$ cat src/rtl/prs_cfg.svh
// constants for the rank shadow-set selector
// assumes inclusion by bare name from rtl/ files only
`ifndef PRS_CFG_SVH
`define PRS_CFG_SVH

// ----------------------------------------------------------------
// capacity limits and defaults
// ----------------------------------------------------------------
`define PRS_MAX_SETS     4
`define PRS_MAX_RATE     4
`define PRS_DEF_RATE     4
`define PRS_DEF_SET_W    32

// ----------------------------------------------------------------
// reset values and the aligned first slot
// ----------------------------------------------------------------
`define PRS_RANK_RST     2'h0
`define PRS_SLOT_RST     2'h0
`define PRS_SET_RST      32'h0000_0000
`define PRS_FIRST_SLOT   2'h0

`endif

$ cat src/rtl/prs_pkg.sv
// types shared by the rank shadow-set selector
// assumes prs_cfg.svh holds the numeric limits
package prs_pkg;

	// ----------------------------------------------------------------
	// index types
	// ----------------------------------------------------------------
	typedef logic [1:0] rank_idx_t;  // logical rank, up to four sets
	typedef logic [1:0] slot_idx_t;  // memory slot within one phy clock

endpackage

$ cat src/rtl/prs_shadow_bank.sv
// per-rank storage of calibrated timing settings
// assumes the sequencer writes one rank's set at a time on the phy clock
`timescale 1ns/1ps
`include "prs_cfg.svh"

module prs_shadow_bank
	import prs_pkg::*;
#(
	parameter int NR    = `PRS_MAX_SETS,
	parameter int SET_W = `PRS_DEF_SET_W
) (
	input  wire logic                clk_i,
	input  wire logic                rst_b_i,
	input  wire logic                we_i,
	input  wire rank_idx_t           widx_i,
	input  wire logic [SET_W-1:0]    wdata_i,
	output logic      [NR*SET_W-1:0] sets_o
);

	// ----------------------------------------------------------------
	// storage
	// ----------------------------------------------------------------
	logic [SET_W-1:0] set_r   [NR];
	logic [SET_W-1:0] set_nxt [NR];

	// each rank owns its own set; a write touches only that one
	always_comb begin
		for (int i = 0; i < NR; i++) begin
			set_nxt[i] = set_r[i];
		end
		if (we_i && (int'(widx_i) < NR)) begin
			set_nxt[widx_i] = wdata_i;
		end
	end

	// register the sets
	always_ff @(posedge clk_i or negedge rst_b_i) begin
		if (!rst_b_i) begin
			for (int i = 0; i < NR; i++) begin
				set_r[i] <= SET_W'(`PRS_SET_RST);
			end
		end else begin
			for (int i = 0; i < NR; i++) begin
				set_r[i] <= set_nxt[i];
			end
		end
	end

	// flatten, rank 0 in the low word
	always_comb begin
		for (int i = 0; i < NR; i++) begin
			sets_o[i*SET_W +: SET_W] = set_r[i];
		end
	end

endmodule

$ cat src/rtl/phy_rank_shadow_select.sv
// rank shadow-set selector on the controller side of the memory phy
// assumes controller inputs are on CLK_I; sequencer loads sets before use
//
// Function
// RULE_01 - keep a separately calibrated setting set per rank, filled independently
// RULE_02 - on a rank change, present the new rank's set for that transfer
// RULE_03 - pick active sets from the write-rank and read-rank selects
// RULE_04 - controller drives write rank exactly like strobe burst enable; the bench model toggles released write rank lanes outside the burst window
// RULE_05 - controller presents read rank with read data enable
// RULE_06 - controller holds read rank until a read to another rank
// RULE_07 - rank selects are one-hot per slot word
// RULE_08 - select buses are slot ordered, earliest slot in lowest word
// RULE_09 - reads to different ranks are at least 3 full-rate cycles apart
// RULE_10 - writes to different ranks are at least 4 full-rate cycles apart
// RULE_11 - at most four independent shadow sets
// RULE_12 - more physical ranks only when mapped onto four logical ranks
// RULE_13 - command slot k of a phy clock goes to memory slot k
// RULE_14 - a write in slot 0 is aligned, any later slot unaligned
// RULE_15 - controller keeps command-to-data slot distance constant
// RULE_16 - controller shifts write data for unaligned writes
// RULE_17 - controller delays write signals by the calibrated write latency
// RULE_18 - controller raises strobe burst early for the preamble; the bench model raises it with the write window, in the command clock
// RULE_19 - keep the last read set while the read select is unchanged
`timescale 1ns/1ps
`include "prs_cfg.svh"

module phy_rank_shadow_select
	import prs_pkg::*;
#(
	parameter int RATE  = `PRS_DEF_RATE,
	parameter int NR    = `PRS_MAX_SETS,
	parameter int SET_W = `PRS_DEF_SET_W
) (
	input  wire logic                  CLK_I,
	input  wire logic                  RST_B_I,
	input  wire logic                  CAL_WE_I,
	input  wire rank_idx_t             CAL_RANK_I,
	input  wire logic [SET_W-1:0]      CAL_DATA_I,
	input  wire logic [RATE*NR-1:0]    WRANK_I,
	input  wire logic [RATE-1:0]       DQS_BURST_I,
	input  wire logic [RATE*NR-1:0]    RRANK_I,
	input  wire logic [RATE-1:0]       RDATA_EN_I,
	input  wire logic [RATE-1:0]       WR_CMD_I,
	output logic      [RATE*SET_W-1:0] WR_SET_O,
	output logic      [RATE*SET_W-1:0] RD_SET_O,
	output rank_idx_t                  WR_RANK_O,
	output rank_idx_t                  RD_RANK_O,
	output logic                       RANK_ERR_O,
	output slot_idx_t                  WR_SLOT_O,
	output logic                       WR_UNALIGNED_O
);

	// ----------------------------------------------------------------
	// elaboration checks
	// ----------------------------------------------------------------
	// only four sets exist; more physical ranks must share logical ones
	if (NR < 1 || NR > `PRS_MAX_SETS) begin : g_bad_nr  // see RULE_11 see RULE_12
		$error("rank count must be 1 to 4 logical ranks");
	end
	if (RATE != 1 && RATE != 2 && RATE != `PRS_MAX_RATE) begin : g_bad_rate
		$error("rate must be 1, 2 or 4 slots per phy clock");
	end

	// ----------------------------------------------------------------
	// helpers
	// ----------------------------------------------------------------
	// a word names a rank only with exactly one bit set
	function automatic logic onehot_ok(input logic [NR-1:0] w);
		return (w != '0) && ((w & (w - NR'(1))) == '0);  // see RULE_07
	endfunction

	function automatic rank_idx_t onehot_idx(input logic [NR-1:0] w);
		rank_idx_t idx;
		idx = `PRS_RANK_RST;
		for (int i = 0; i < NR; i++) begin
			if (w[i]) begin
				idx = rank_idx_t'(i);
			end
		end
		return idx;
	endfunction

	// ----------------------------------------------------------------
	// shadow storage
	// ----------------------------------------------------------------
	logic [NR*SET_W-1:0] sets;

	prs_shadow_bank #(
		.NR    (NR),
		.SET_W (SET_W)
	) u_bank (
		.clk_i   (CLK_I),
		.rst_b_i (RST_B_I),
		.we_i    (CAL_WE_I),    // see RULE_01
		.widx_i  (CAL_RANK_I),
		.wdata_i (CAL_DATA_I),
		.sets_o  (sets)
	);

	// ----------------------------------------------------------------
	// rank selection per slot
	// ----------------------------------------------------------------
	rank_idx_t                  wr_rank_r;
	rank_idx_t                  wr_rank_nxt;
	rank_idx_t                  rd_rank_r;
	rank_idx_t                  rd_rank_nxt;
	rank_idx_t                  rd_idx [RATE];
	logic                       err_nxt;
	logic                       err_r;
	logic [RATE*SET_W-1:0]      wr_set_nxt;
	logic [RATE*SET_W-1:0]      rd_set_nxt;
	logic [RATE*SET_W-1:0]      wr_set_r;
	logic [RATE*SET_W-1:0]      rd_set_r;

	// walk slots earliest first, carrying the rank across slots and clocks
	always_comb begin
		rank_idx_t       wcur;
		rank_idx_t       rcur;
		logic [NR-1:0]   ww;
		logic [NR-1:0]   rw;
		wcur    = wr_rank_r;
		rcur    = rd_rank_r;
		ww      = '0;
		rw      = '0;
		err_nxt = 1'b0;
		for (int s = 0; s < RATE; s++) begin
			ww = WRANK_I[s*NR +: NR];  // see RULE_08
			rw = RRANK_I[s*NR +: NR];
			// write rank counts only under strobe burst enable
			if (DQS_BURST_I[s]) begin
				if (onehot_ok(ww)) begin
					wcur = onehot_idx(ww);  // see RULE_03 see RULE_02
				end else begin
					err_nxt = 1'b1;  // see RULE_07
				end
			end
			// read rank is sampled with read enable, held otherwise
			if (RDATA_EN_I[s]) begin
				if (onehot_ok(rw)) begin
					rcur = onehot_idx(rw);  // see RULE_03 see RULE_02
				end else begin
					err_nxt = 1'b1;  // see RULE_07
				end
			end
			rd_idx[s] = rcur;  // see RULE_19
			wr_set_nxt[s*SET_W +: SET_W] = sets[int'(wcur)*SET_W +: SET_W];
			rd_set_nxt[s*SET_W +: SET_W] = sets[int'(rcur)*SET_W +: SET_W];
		end
		wr_rank_nxt = wcur;
		rd_rank_nxt = rcur;
	end

	// register selection state and the sets presented to the lanes
	always_ff @(posedge CLK_I or negedge RST_B_I) begin
		if (!RST_B_I) begin
			wr_rank_r <= `PRS_RANK_RST;
			rd_rank_r <= `PRS_RANK_RST;
			err_r     <= 1'b0;
			wr_set_r  <= '0;
			rd_set_r  <= '0;
		end else begin
			wr_rank_r <= wr_rank_nxt;
			rd_rank_r <= rd_rank_nxt;
			err_r     <= err_nxt;
			wr_set_r  <= wr_set_nxt;
			rd_set_r  <= rd_set_nxt;
		end
	end

	// ----------------------------------------------------------------
	// write command slot alignment
	// ----------------------------------------------------------------
	slot_idx_t slot_nxt;
	slot_idx_t slot_r;
	logic      unal_nxt;
	logic      unal_r;

	// first write slot of this clock; slot k maps to memory slot k
	always_comb begin
		slot_nxt = slot_r;
		unal_nxt = 1'b0;
		for (int s = RATE - 1; s >= 0; s--) begin
			if (WR_CMD_I[s]) begin
				slot_nxt = slot_idx_t'(s);  // see RULE_13
			end
		end
		if (WR_CMD_I != '0) begin
			unal_nxt = (slot_nxt != `PRS_FIRST_SLOT);  // see RULE_14
		end
	end

	// register slot information
	always_ff @(posedge CLK_I or negedge RST_B_I) begin
		if (!RST_B_I) begin
			slot_r <= `PRS_SLOT_RST;
			unal_r <= 1'b0;
		end else begin
			slot_r <= slot_nxt;
			unal_r <= unal_nxt;
		end
	end

	// ----------------------------------------------------------------
	// outputs
	// ----------------------------------------------------------------
	assign WR_SET_O       = wr_set_r;
	assign RD_SET_O       = rd_set_r;
	assign WR_RANK_O      = wr_rank_r;
	assign RD_RANK_O      = rd_rank_r;
	assign RANK_ERR_O     = err_r;
	assign WR_SLOT_O      = slot_r;
	assign WR_UNALIGNED_O = unal_r;

	// helpers: last-slot rank words and the set chosen for slot 0
	logic [NR-1:0]    w_last;
	logic [NR-1:0]    r_last;
	logic [SET_W-1:0] rd0_sel;
	assign w_last   = WRANK_I[(RATE-1)*NR +: NR];
	assign r_last   = RRANK_I[(RATE-1)*NR +: NR];
	assign rd0_sel  = sets[int'(rd_idx[0])*SET_W +: SET_W];
endmodule

$ cat config.mk
export PLATFORM = sky130hd
export DESIGN_NAME = phy_rank_shadow_select
export DESIGN_NICKNAME = d
export VERILOG_FILES = /design/src/rtl/prs_pkg.sv /design/src/rtl/prs_shadow_bank.sv /design/src/rtl/phy_rank_shadow_select.sv
export VERILOG_INCLUDE_DIRS = /design/src /design/src/rtl
export SDC_FILE = /design/constraint.sdc
export NUM_CORES = 1
export LEC_CHECK = 0
export BUFFER_PORTS_ARGS = -buffer_cell sky130_fd_sc_hd__buf_2
export CORE_MARGIN = 1
export CORE_UTILIZATION = 60
export CTS_CLUSTER_SIZE = 16
export DETAILED_ROUTE_END_ITERATION = 10
export PLACE_DENSITY = 0.84
export SYNTH_ARGS = -nofsm -noshare
export SYNTH_HDL_FRONTEND = slang
export SYNTH_SLANG_ARGS = --single-unit
$ cat constraint.sdc
create_clock -name CLK_I -period 5.4 [get_ports CLK_I]
set_clock_uncertainty 0.05 [all_clocks]
set_input_delay 0.54 -clock CLK_I [delete_from_list [all_inputs] [get_ports CLK_I]]
set_output_delay 0.54 -clock CLK_I [all_outputs]
set_load 0.02 [all_outputs]
## Word level (Yosys, flattened, before mapping)

Cells that the tools add are included.

| word-level totals | value |
|---|---|
| input bits | 81 |
| output and inout bits | 264 |
| register bits | 392 |
| word-level logic and storage cells | 129 |

| cells by class | value |
|---|---|
| $add $sub $neg | 8 |
| magnitude comparators | 2 |
| mux-type cells | 64 |
| shift operators | 8 |
| reductions and logical operators | 27 |
| bitwise operators | 9 |

Operators with widths:

| kind | number |
|---|---|
| $shiftx A128 B8 Y32 | 8 |
| $bwmux W128 | 1 |
| $mux W2 | 36 |
| $demux W32 S2 | 1 |
| $reduce_bool A4 Y1 | 9 |
| $and A4 B4 Y4 | 8 |
| $logic_not A4 Y1 | 8 |
| $mux W32 | 1 |
| $sub A4 B1 Y4 const B | 8 |
| $mux W1 | 25 |
| $logic_and A1 B1 Y1 | 9 |
| $ge A3 B3 Y1 const B | 1 |
| $lt A3 B1 Y1 const B | 1 |
| $not A2 Y3 | 1 |
| $reduce_bool A2 Y1 | 1 |

## Depth between registers and ports, before layout

Gate-level depths: netlist of run 1.

| depth | value |
|---|---|
| depth after elaboration | 20 |
| depth in mapped cells | 10 |
| depth with buffers taken out | 8 |

## By module

Synthesis of run 1 repeated with hierarchy kept, for this count alone.

| unflattened totals | value |
|---|---|
| cell total of the unflattened synthesis | 2102 |
| area, all modules | 21366.7 um^2 |

By module, submodules not included:

| module | seq. area each (um^2) | area an instance (um^2) | cells an instance | times used |
|---|---|---|---|---|
| phy_rank_shadow_select | 6606.3 | 16622.2 | 1830 | 1 |
| prs_shadow_bank | 3203.1 | 4744.6 | 272 | 1 |

## Worst setup path after synthesis of run 1

OpenSTA, ideal clock, no wires.

| path | value |
|---|---|
| kind | input port to flip-flop |
| from | input port RRANK_I[0] |
| to | register rd_set_r[34] (netlist: RD_SET_O[34]) |
| required time | 5.218 ns |
| arrival | 2.523 ns |
| setup slack | 2.695 ns |
| stages | 10 |
| setup time | 0.132 ns |
| cell sequence | buf_2 > and2_0 > o31a_1 > o41a_1 > and3b_1 > buf_2 > buf_4 > mux2_1 > nand2_1 > o21ai_1 |

| between the ends | value |
|---|---|
| cells in the longest elaborated chain, start to end | 9 |
| elaborated cells between the ends (all ways) | 10 |
| those cells by class | add/sub: 1; shift: 1; mux: 4; bitwise: 1; reduce/logical: 3 |

Ends and longest elaborated chain:

| item | line | RTL |
|---|---|---|
| start, declared | phy_rank_shadow_select.sv:41 | `input wire logic [RATE*NR-1:0] RRANK_I,` |
| $sub A4 B1 Y4 | phy_rank_shadow_select.sv:69 | `return (w != '0) && ((w & (w - NR'(1))) == '0);` |
| $and A4 B4 Y4 | phy_rank_shadow_select.sv:69 |  |
| $logic_not A4 Y1 | phy_rank_shadow_select.sv:69 |  |
| $logic_and A1 B1 Y1 (*) | phy_rank_shadow_select.sv:69 |  |
| $mux W2 (*) | phy_rank_shadow_select.sv:139 | `if (onehot_ok(rw)) begin` |
| $mux W2 (*) | phy_rank_shadow_select.sv:138 | `if (RDATA_EN_I[s]) begin` |
| $mux W2 | phy_rank_shadow_select.sv:139 |  |
| $mux W2 (*) | phy_rank_shadow_select.sv:138 |  |
| $shiftx A128 B8 Y32 (*) | phy_rank_shadow_select.sv:147 | `rd_set_nxt[s*SET_W +: SET_W] = sets[int'(rcur)*SET_W +: SET_W];` |
| named net rd_set_nxt[34] | phy_rank_shadow_select.sv:111 | `logic [RATE*SET_W-1:0] rd_set_nxt;` |
| end signal, assigned | phy_rank_shadow_select.sv:166 | `rd_set_r <= rd_set_nxt;` |
| end, declared | phy_rank_shadow_select.sv:113 | `logic [RATE*SET_W-1:0] rd_set_r;` |

Mark *: on every way through the listed nets, which the timed path passes. The rest lies on a longest branch.
A chain may end at the register's enable or synchronous reset.

## Worst setup path after layout of run 1

| path | value |
|---|---|
| from | register rd_rank_r[0] (netlist: RD_RANK_O[0]) |
| to | register rd_set_r[97] (netlist: RD_SET_O[97]) |

| between the ends | value |
|---|---|
| cells in the longest elaborated chain, start to end | 9 |

Ends and longest elaborated chain:

| item | line | RTL |
|---|---|---|
| start, declared | phy_rank_shadow_select.sv:105 | `rank_idx_t rd_rank_r;` |
| start signal, assigned | phy_rank_shadow_select.sv:157 | `` rd_rank_r <= `PRS_RANK_RST; `` |
| start signal, assigned | phy_rank_shadow_select.sv:163 | `rd_rank_r <= rd_rank_nxt;` |
| $mux W2 | phy_rank_shadow_select.sv:139 |  |
| $mux W2 (*) | phy_rank_shadow_select.sv:138 |  |
| $mux W2 | phy_rank_shadow_select.sv:139 |  |
| $mux W2 (*) | phy_rank_shadow_select.sv:138 |  |
| $mux W2 | phy_rank_shadow_select.sv:139 |  |
| $mux W2 (*) | phy_rank_shadow_select.sv:138 |  |
| $mux W2 | phy_rank_shadow_select.sv:139 |  |
| $mux W2 (*) | phy_rank_shadow_select.sv:138 |  |
| $shiftx A128 B8 Y32 (*) | phy_rank_shadow_select.sv:147 |  |
| named net rd_set_nxt[97] | phy_rank_shadow_select.sv:111 |  |

Marked as above.

==> results of run 1 <==
[state kept, by name, indices dropped and copies added, names as in the netlist]
signal          cells
RANK_ERR_O          1
WR_RANK_O           2
WR_SLOT_O           2
RD_RANK_O           2
WR_SET_O          128
WR_UNALIGNED_O      1
u_bank.sets_o     128
RD_SET_O          128
[cells by family (layout without fill, tap and decap cells)]
group / Yosys count / count (layout) / share of synthesized area [%]
compound gates: 390 / 390 / 11.45
buf+inv: 252 / 455 / 5.272
flops: 392 / 392 / 47.08
simple gates: 351 / 351 / 7.818
xor+xnor: 17 / 17 / 0.7145
other cells: 0 / 5 / 0
mux: 512 / 512 / 27.67
[worst max-delay path, delay by kind of cell (launching register included)]
family                 cells  cell delay, ns
flip-flops                 1            0.44
buffers and inverters      1            0.59
AND/OR/NAND/NOR            3            1.10
AO/OA/AOI/OAI              4            1.24
[where the power goes]
group | switching (mW) | total, mW | internal, mW
logic | 3.16 | 5.06 | 1.90
clock network | 1.15 | 2.77 | 1.62
registers | 0.840 | 4.73 | 3.89
[stage by stage]
step	instances	utilization, %	area [sq um]
2_1_floorplan	1914	-	20840
4_1_cts	2565	70.21	23780
3_3_place_gp	2491	66.30	22460
3_5_place_dp	2491	66.30	22460
6_report	2570	70.25	23790
5_1_grt	2568	70.23	23790
[layer usage]
layer	up-vias	part of all wire, %	track usage, %	wire length [microns]
met4	2	5.4	19.17	3416
met3	275	9.8	6.463	6156
met2	1184	47	55.34	29520
met1	8371	38	45.86	23760
li1	7213	-	-	-
met5	-	0.021	0	13
[final cells by class]
cell class | instances | area (sq um)
timing repair buffer | 373 | 1964
inverter | 9 | 33.78
clock buffer | 65 | 1236
sequential | 392 | 9809
clock inverter | 8 | 76.32
tap | 448 | 560.5
fill | 2364 | 10080
multi-input combinational | 1270 | 10100
antenna | 5 | 12.51
[timing repair]
item | 4_1_cts | 5_1_grt
resized for setup | 0 | 0
hold buffers | 1 | 0
endpoints found under the hold margin | 77 | 0
[worst min-delay path by stage]
stage,end,slack [ns],cells after the start
after CTS,WR_SLOT_O[1],0.11,2
after global routing,WR_UNALIGNED_O,0.13,2
final,WR_SLOT_O[1],0.12,2
after detailed placement,RANK_ERR_O,0.51,1
after floorplan,RANK_ERR_O,0.19,0
after global placement,WR_SLOT_O[1],0.49,2
[layout by cell type (no fill, tap or decap), types with 6 or more instances in the layout]
master,n
a211oi_1,32
a21oi_1,40
a22oi_1,32
a31oi_1,100
and2_1,34
and3_1,32
buf_2,343
buf_4,27
clkbuf_1,12
clkbuf_16,41
clkbuf_8,12
dfrtp_1,392
inv_1,8
mux2_1,18
mux2_2,174
mux2i_1,288
mux4_2,32
nand2_1,207
nand3_1,6
nor2_1,27
nor3_1,10
o21ai_0,76
o21ai_1,66
xnor2_1,10
xor2_1,7
==> summary.txt, run 1 <==
Outcome
  • Status: finished, final reports clean

Setup path
  • Arrival @ worst endpoint: between 3 and 4 ns
  • Crit path from: RD_RANK_O[0]
  • Launch point of the worst reg-to-reg path: RD_RANK_O[0]
  • Critical path launch point type: flip-flop
  • Worst reg2reg path depth: 8
  • RR Endpoint: RD_SET_O[97]
  • Largest stage delay on the critical path: around 0.69 ns
  • Critical Path End Type: flip-flop
  • Critical Path RT: 5.75 ns
  • Reg2Reg Setup Slack: around 1.8 ns
  • Largest fanout on the critical path: 33
  • Slowest cell on the critical path: nand2_2
  • Crit Path Class: reg2reg
  • Worst Setup EP: RD_SET_O[97]
  • CP cell instances: nor3b_1 > a311o_1 > o41a_1 > nand4b_1 > nand2_2 > inv_2 > a31oi_1 > a22oi_1

Synthesis
  • Top_reg_cell synth: dfrtp_1
  • Number of synthesized flops with an enable pin: 0
  • Post-synth net total: around 2k
  • Post-synth top cells: dfrtp_1 (392), mux2i_1 (288), nand2_1 (209)
  • Avg Inst Size Synth: 10.89 sq um
  • Synth area leader: dfrtp_1
  • Sequential fraction of the synthesis area: 47.08%
  • Async SR Flop Fraction: 100.0%
  • Cells after Synth: roughly 1.9k
  • Count leader, synth: dfrtp_1
  • Synthesized flop and latch total: 392
  • Largest cells by area after synthesis: dfrtp_1 (47%), mux2i_1 (14%), mux2_2 (9.4%)
  • Synthesized area: 20,840 sq um
  • Warnings from Yosys: 0
  • Cell variety after synth: 60
  • Post-synth top area share: 47.08%

STA
  • Final setup violation count: 0
  • Max Fclk: roughly 280 MHz
  • Worst slew margin: roughly 20%
  • Worst-Margin Slew: 1.189 ns
  • WHS: 0.1248 ns
  • Final hold vios: 0
  • Setup_tns: 0 ns
  • RSZ-0062 raised after global routing: false
  • Final worst slack: 1.831 ns
  • Crit path time final: around 3.6 ns
  • Period Utilization, post-route: between 60% and 70%
  • Slew Limit Fails: 0

Clock tree
  • H-tree lvl count: 2
  • Worst skew pair latency: 0.56 ns
  • Clock slew seen by the registers of the worst setup and hold paths: 0.06 ns
  • Setup bufs post-CTS: 0
  • CTS tree: yes
  • Clock buffer count from CTS: 41
  • Clk root buf: clkbuf_16
  • Clk sinks: slightly below 400
  • Clk buf depth: 3

Placed design
  • Port-buffer cells: 344
  • Detailed placer's ending HPWL: 38.16 mm
  • Global placement routability congestion: just under 0.9
  • Pre-CTS WS: 1.585 ns

Hold path
  • Worst hold path type: in2reg
  • Worst Min Path Start: WR_CMD_I[1]

Route
  • Antenna Violating Nets Remaining: 0
  • WL per Instance: 24.46 microns
  • Drt pass-1 iters: 8
  • DRT iter0 DRCs: 2,404
  • DR vias: 17.05k
  • Final wirelength: 62.86 mm
  • DRC: 0
  • Vias/cell: 6.632

Global route
  • GRT Util Overall: a little over a third
  • Vias in the first global route: 16.73k
  • Largest net degree at the start of global routing: 179
  • Initial antenna violation count: 6
  • First-pass GRT wire length: 96.26 mm
  • Grt ovf: 0

Cells and area
  • Layout area overhead: 14.17%
  • Share of cells above drive strength 1: 31.55%
  • Nets@finish: roughly 2.2k

Power
  • Peak supply drop: 360.6 uV
  • Static Leak: 10.80 nW
  • Pwr/cell area: 527.7 nW/um^2
  • Pwr Total: 12.55 mW

Floorplanning
  • # rows: 67
  • Std-Cell Core Area: 33,870 sq um
  • Die extent in x: 188.4 microns
  • Die H: 188.4 microns
  • Starting Density: 61.53%
  • DIE AREA: 35,480 sq um
  • Top Ports: 345

Job
  • Max-cap violations: 0
Note: power is estimated with default switching activity, not from simulation.
==> inputs of run 2 (changes only) <==
--- a/config.mk
+++ b/config.mk
@@ -8,10 +8,10 @@
 export LEC_CHECK = 0
 export BUFFER_PORTS_ARGS = -buffer_cell sky130_fd_sc_hd__buf_2
 export CORE_MARGIN = 1
-export CORE_UTILIZATION = 60
+export CORE_UTILIZATION = 52
 export CTS_CLUSTER_SIZE = 16
 export DETAILED_ROUTE_END_ITERATION = 10
-export PLACE_DENSITY = 0.84
+export PLACE_DENSITY = 0.77
 export SYNTH_ARGS = -nofsm -noshare
 export SYNTH_HDL_FRONTEND = slang
 export SYNTH_SLANG_ARGS = --single-unit
==> constraint.sdc (replaced) <==
create_clock -name CLK_I -period 2.9 [get_ports CLK_I]
set_clock_uncertainty 0.05 [all_clocks]
set_input_delay 0.29 -clock CLK_I [delete_from_list [all_inputs] [get_ports CLK_I]]
set_output_delay 0.29 -clock CLK_I [all_outputs]
set_load 0.02 [all_outputs]
==> summary.txt, run 2 (synthesis results as in run 1) <==
Setup path
  • Arrival @ worst endpoint: 3.17 ns
  • Critical Path RT: 3.27 ns
  • Largest fanout on the critical path: 36
  • Crit path from: RD_RANK_O[0]
  • Critical Path End Type: flip-flop
  • Crit Path Class: reg2reg
  • Critical path launch point type: flip-flop
  • Launch point of the worst reg-to-reg path: RD_RANK_O[0]

STA
  • Final worst slack: 0.1003 ns
  • Final setup violation count: 0
  • Max Fclk: 357.2 MHz
  • RSZ-0062 raised after global routing: false
  • WHS: around 0.028 ns
  • Slew Limit Fails: 0
  • Period Utilization, post-route: between 90% and 100%
  • Worst slew margin: 34.17%
  • Final hold vios: 0
  • Crit path time final: between 2 and 3 ns
  • Worst-Margin Slew: 0.9837 ns

Power
  • Internal: 14.42 mW
  • Static Leak: 11.26 nW
  • Switching Power: 9.729 mW
  • Clk network pwr share: between 20% and 30%
  • Pwr/cell area: 968.7 nW/um^2
  • Combinational fraction of design power: 40.3%
  • Switching portion of total power: 40.29%
  • Sequential share of power: 36.7%
  • Peak supply drop: 676.6 uV

Cells and area
  • Final Util: between 60% and 70%
  • Commonest non-fill, non-tap cell in the layout: dfrtp_1
  • Post-route insts no fill: 2,701
  • Share of cells above drive strength 1: 32.25%
  • Fillers: 2,988
  • Design area: roughly 25,000 sq um
  • Most frequent cells in the layout: dfrtp_1 (391), buf_2 (343), mux2i_1 (288), nand2_1 (207), mux2_2 (174)
  • Antenna cells: 0
  • Layout area overhead: 19.62%
  • Nets@finish: 2,237

Route
  • Drt pass-1 iters: 6
  • DRC: 0
  • Antenna Violating Nets Remaining: 0
  • WL per Instance: approximately 24 microns
  • Vias/cell: 6.343
  • DR vias: between 15k and 20k
  • DRT iter0 DRCs: 1,808
  • Final wirelength: 65.35 mm

Global route
  • Grt ovf: 0
  • GR Layer Usage met1: 43.66%
  • Met3 usage: 5.563%
  • Largest net degree at the start of global routing: 88
  • M2 GR Usage: about half
  • First-pass GRT wire length: 99.84 mm
  • GR peak layer: met2
  • GRT Util Overall: 31.65%
  • Initial antenna violation count: 0
  • Vias in the first global route: 16.93k

Clock tree
  • Clock buffer count from CTS: 43
  • Clk buf depth: 3
  • Clk sinks: 392
  • Clk root buf: clkbuf_16
  • CTS tree: yes
  • H-tree lvl count: 2
  • Setup bufs post-CTS: 0
  • Clock slew seen by the registers of the worst setup and hold paths: 0.06 ns
  • Worst skew pair latency: 0.57 ns

Job
  • Max-cap violations: 0

Placed design
  • Pre-CTS WS: -0.01214 ns
  • Post-Place Cells: around 2.6k
  • Detailed placer's ending HPWL: 42.26 mm
  • Global placement routability congestion: 0.8688
  • Port-buffer cells: 344
  • Post-DP Area: 23,110 sq um

Floorplanning
  • Starting Density: 53.30%
  • # rows: 72
  • Die H: 202.2 microns
  • Std-Cell Core Area: 39,100 sq um
  • Die extent in x: 202.2 microns
  • Top Ports: 345
  • DIE AREA: 40,880 sq um

Hold path
  • Worst hold path type: in2reg
  • Worst Min Path Start: DQS_BURST_I[0]

Outcome
  • Status: finished, final reports clean
## run 2: changes by cell type in the layout (fill, tap and decap cells not counted), moves of 3 or more
cell,delta
clkbuf_16,+4
clkinvlp_4,+4
dlygate4sd3_1,+37
clkbuf_1,-5
bufinv_16,+3
clkbuf_8,-5
diode_2,-5
buf_12,+26
buf_4,+3
## run 2: what timing repair did
item	4_1_cts	5_1_grt
gates resized for setup	1	2
endpoints found under the hold margin	195	0
hold buffers	38	0
endpoints found under the setup margin	9	9
## run 2: routing by layer
layer,routed length [microns],vias up
met1,26760,8577
met5,0,-
met2,30320,1025
li1,-,7345
met4,2567,0
met3,5705,186
## run 2: path summary, 6_finish.rpt
check,to,slack (ns),depth (start not counted)
worst min register to register,WR_SLOT_O[1],0.61,2
worst min-delay path,RANK_ERR_O,0.03,3
worst max register to register,RD_SET_O[45],0.10,8
worst max-delay path,RD_SET_O[45],0.10,8
max in group asynchronous,u_bank.sets_o[46],1.62,3
min in group asynchronous,RD_RANK_O[1],0.23,2
## run 2: per-stage QoR
step / setup TNS (ns) / power (mW)
final: 0 / 24.15
after global routing: 0 / 25.15
after CTS: 0 / 24.11
after detailed placement: -0.01772 / 18.40
after global placement: 0 / 18.14
after floorplan: 0 / 14.70
## run 2: worst max-delay path, cell delays in order (launching register included)
cell,delay (ns)
dfrtp_2,0.45
nor3b_1,0.16
a311o_1,0.36
o41a_1,0.41
and3b_4,0.40
buf_16,0.25
mux2_2,0.38
nand2_1,0.08
o21ai_1,0.07
## run 2: layout make-up
class / count / area [sq um] / share of cell area (%)
clock inverters: 13 / 175.2 / 0.7027
repair buffers: 440 / 2905 / 11.66
multi-input cells: 1270 / 10100 / 40.54
inverters: 9 / 33.78 / 0.1355
clock buffers: 59 / 1249 / 5.010
well taps: 518 / 648.1 / 2.600
flip-flops and latches: 392 / 9811 / 39.36
## run 2: power by group through the flow
stage	clock network [mW]	registers, mW	logic (mW)
after global routing	5.85	9.02	10.3
final	5.56	8.86	9.72
after floorplan	0	9.82	4.88
after detailed placement	0	8.85	9.55
after CTS	5.63	8.80	9.68
after global placement	0	8.82	9.32
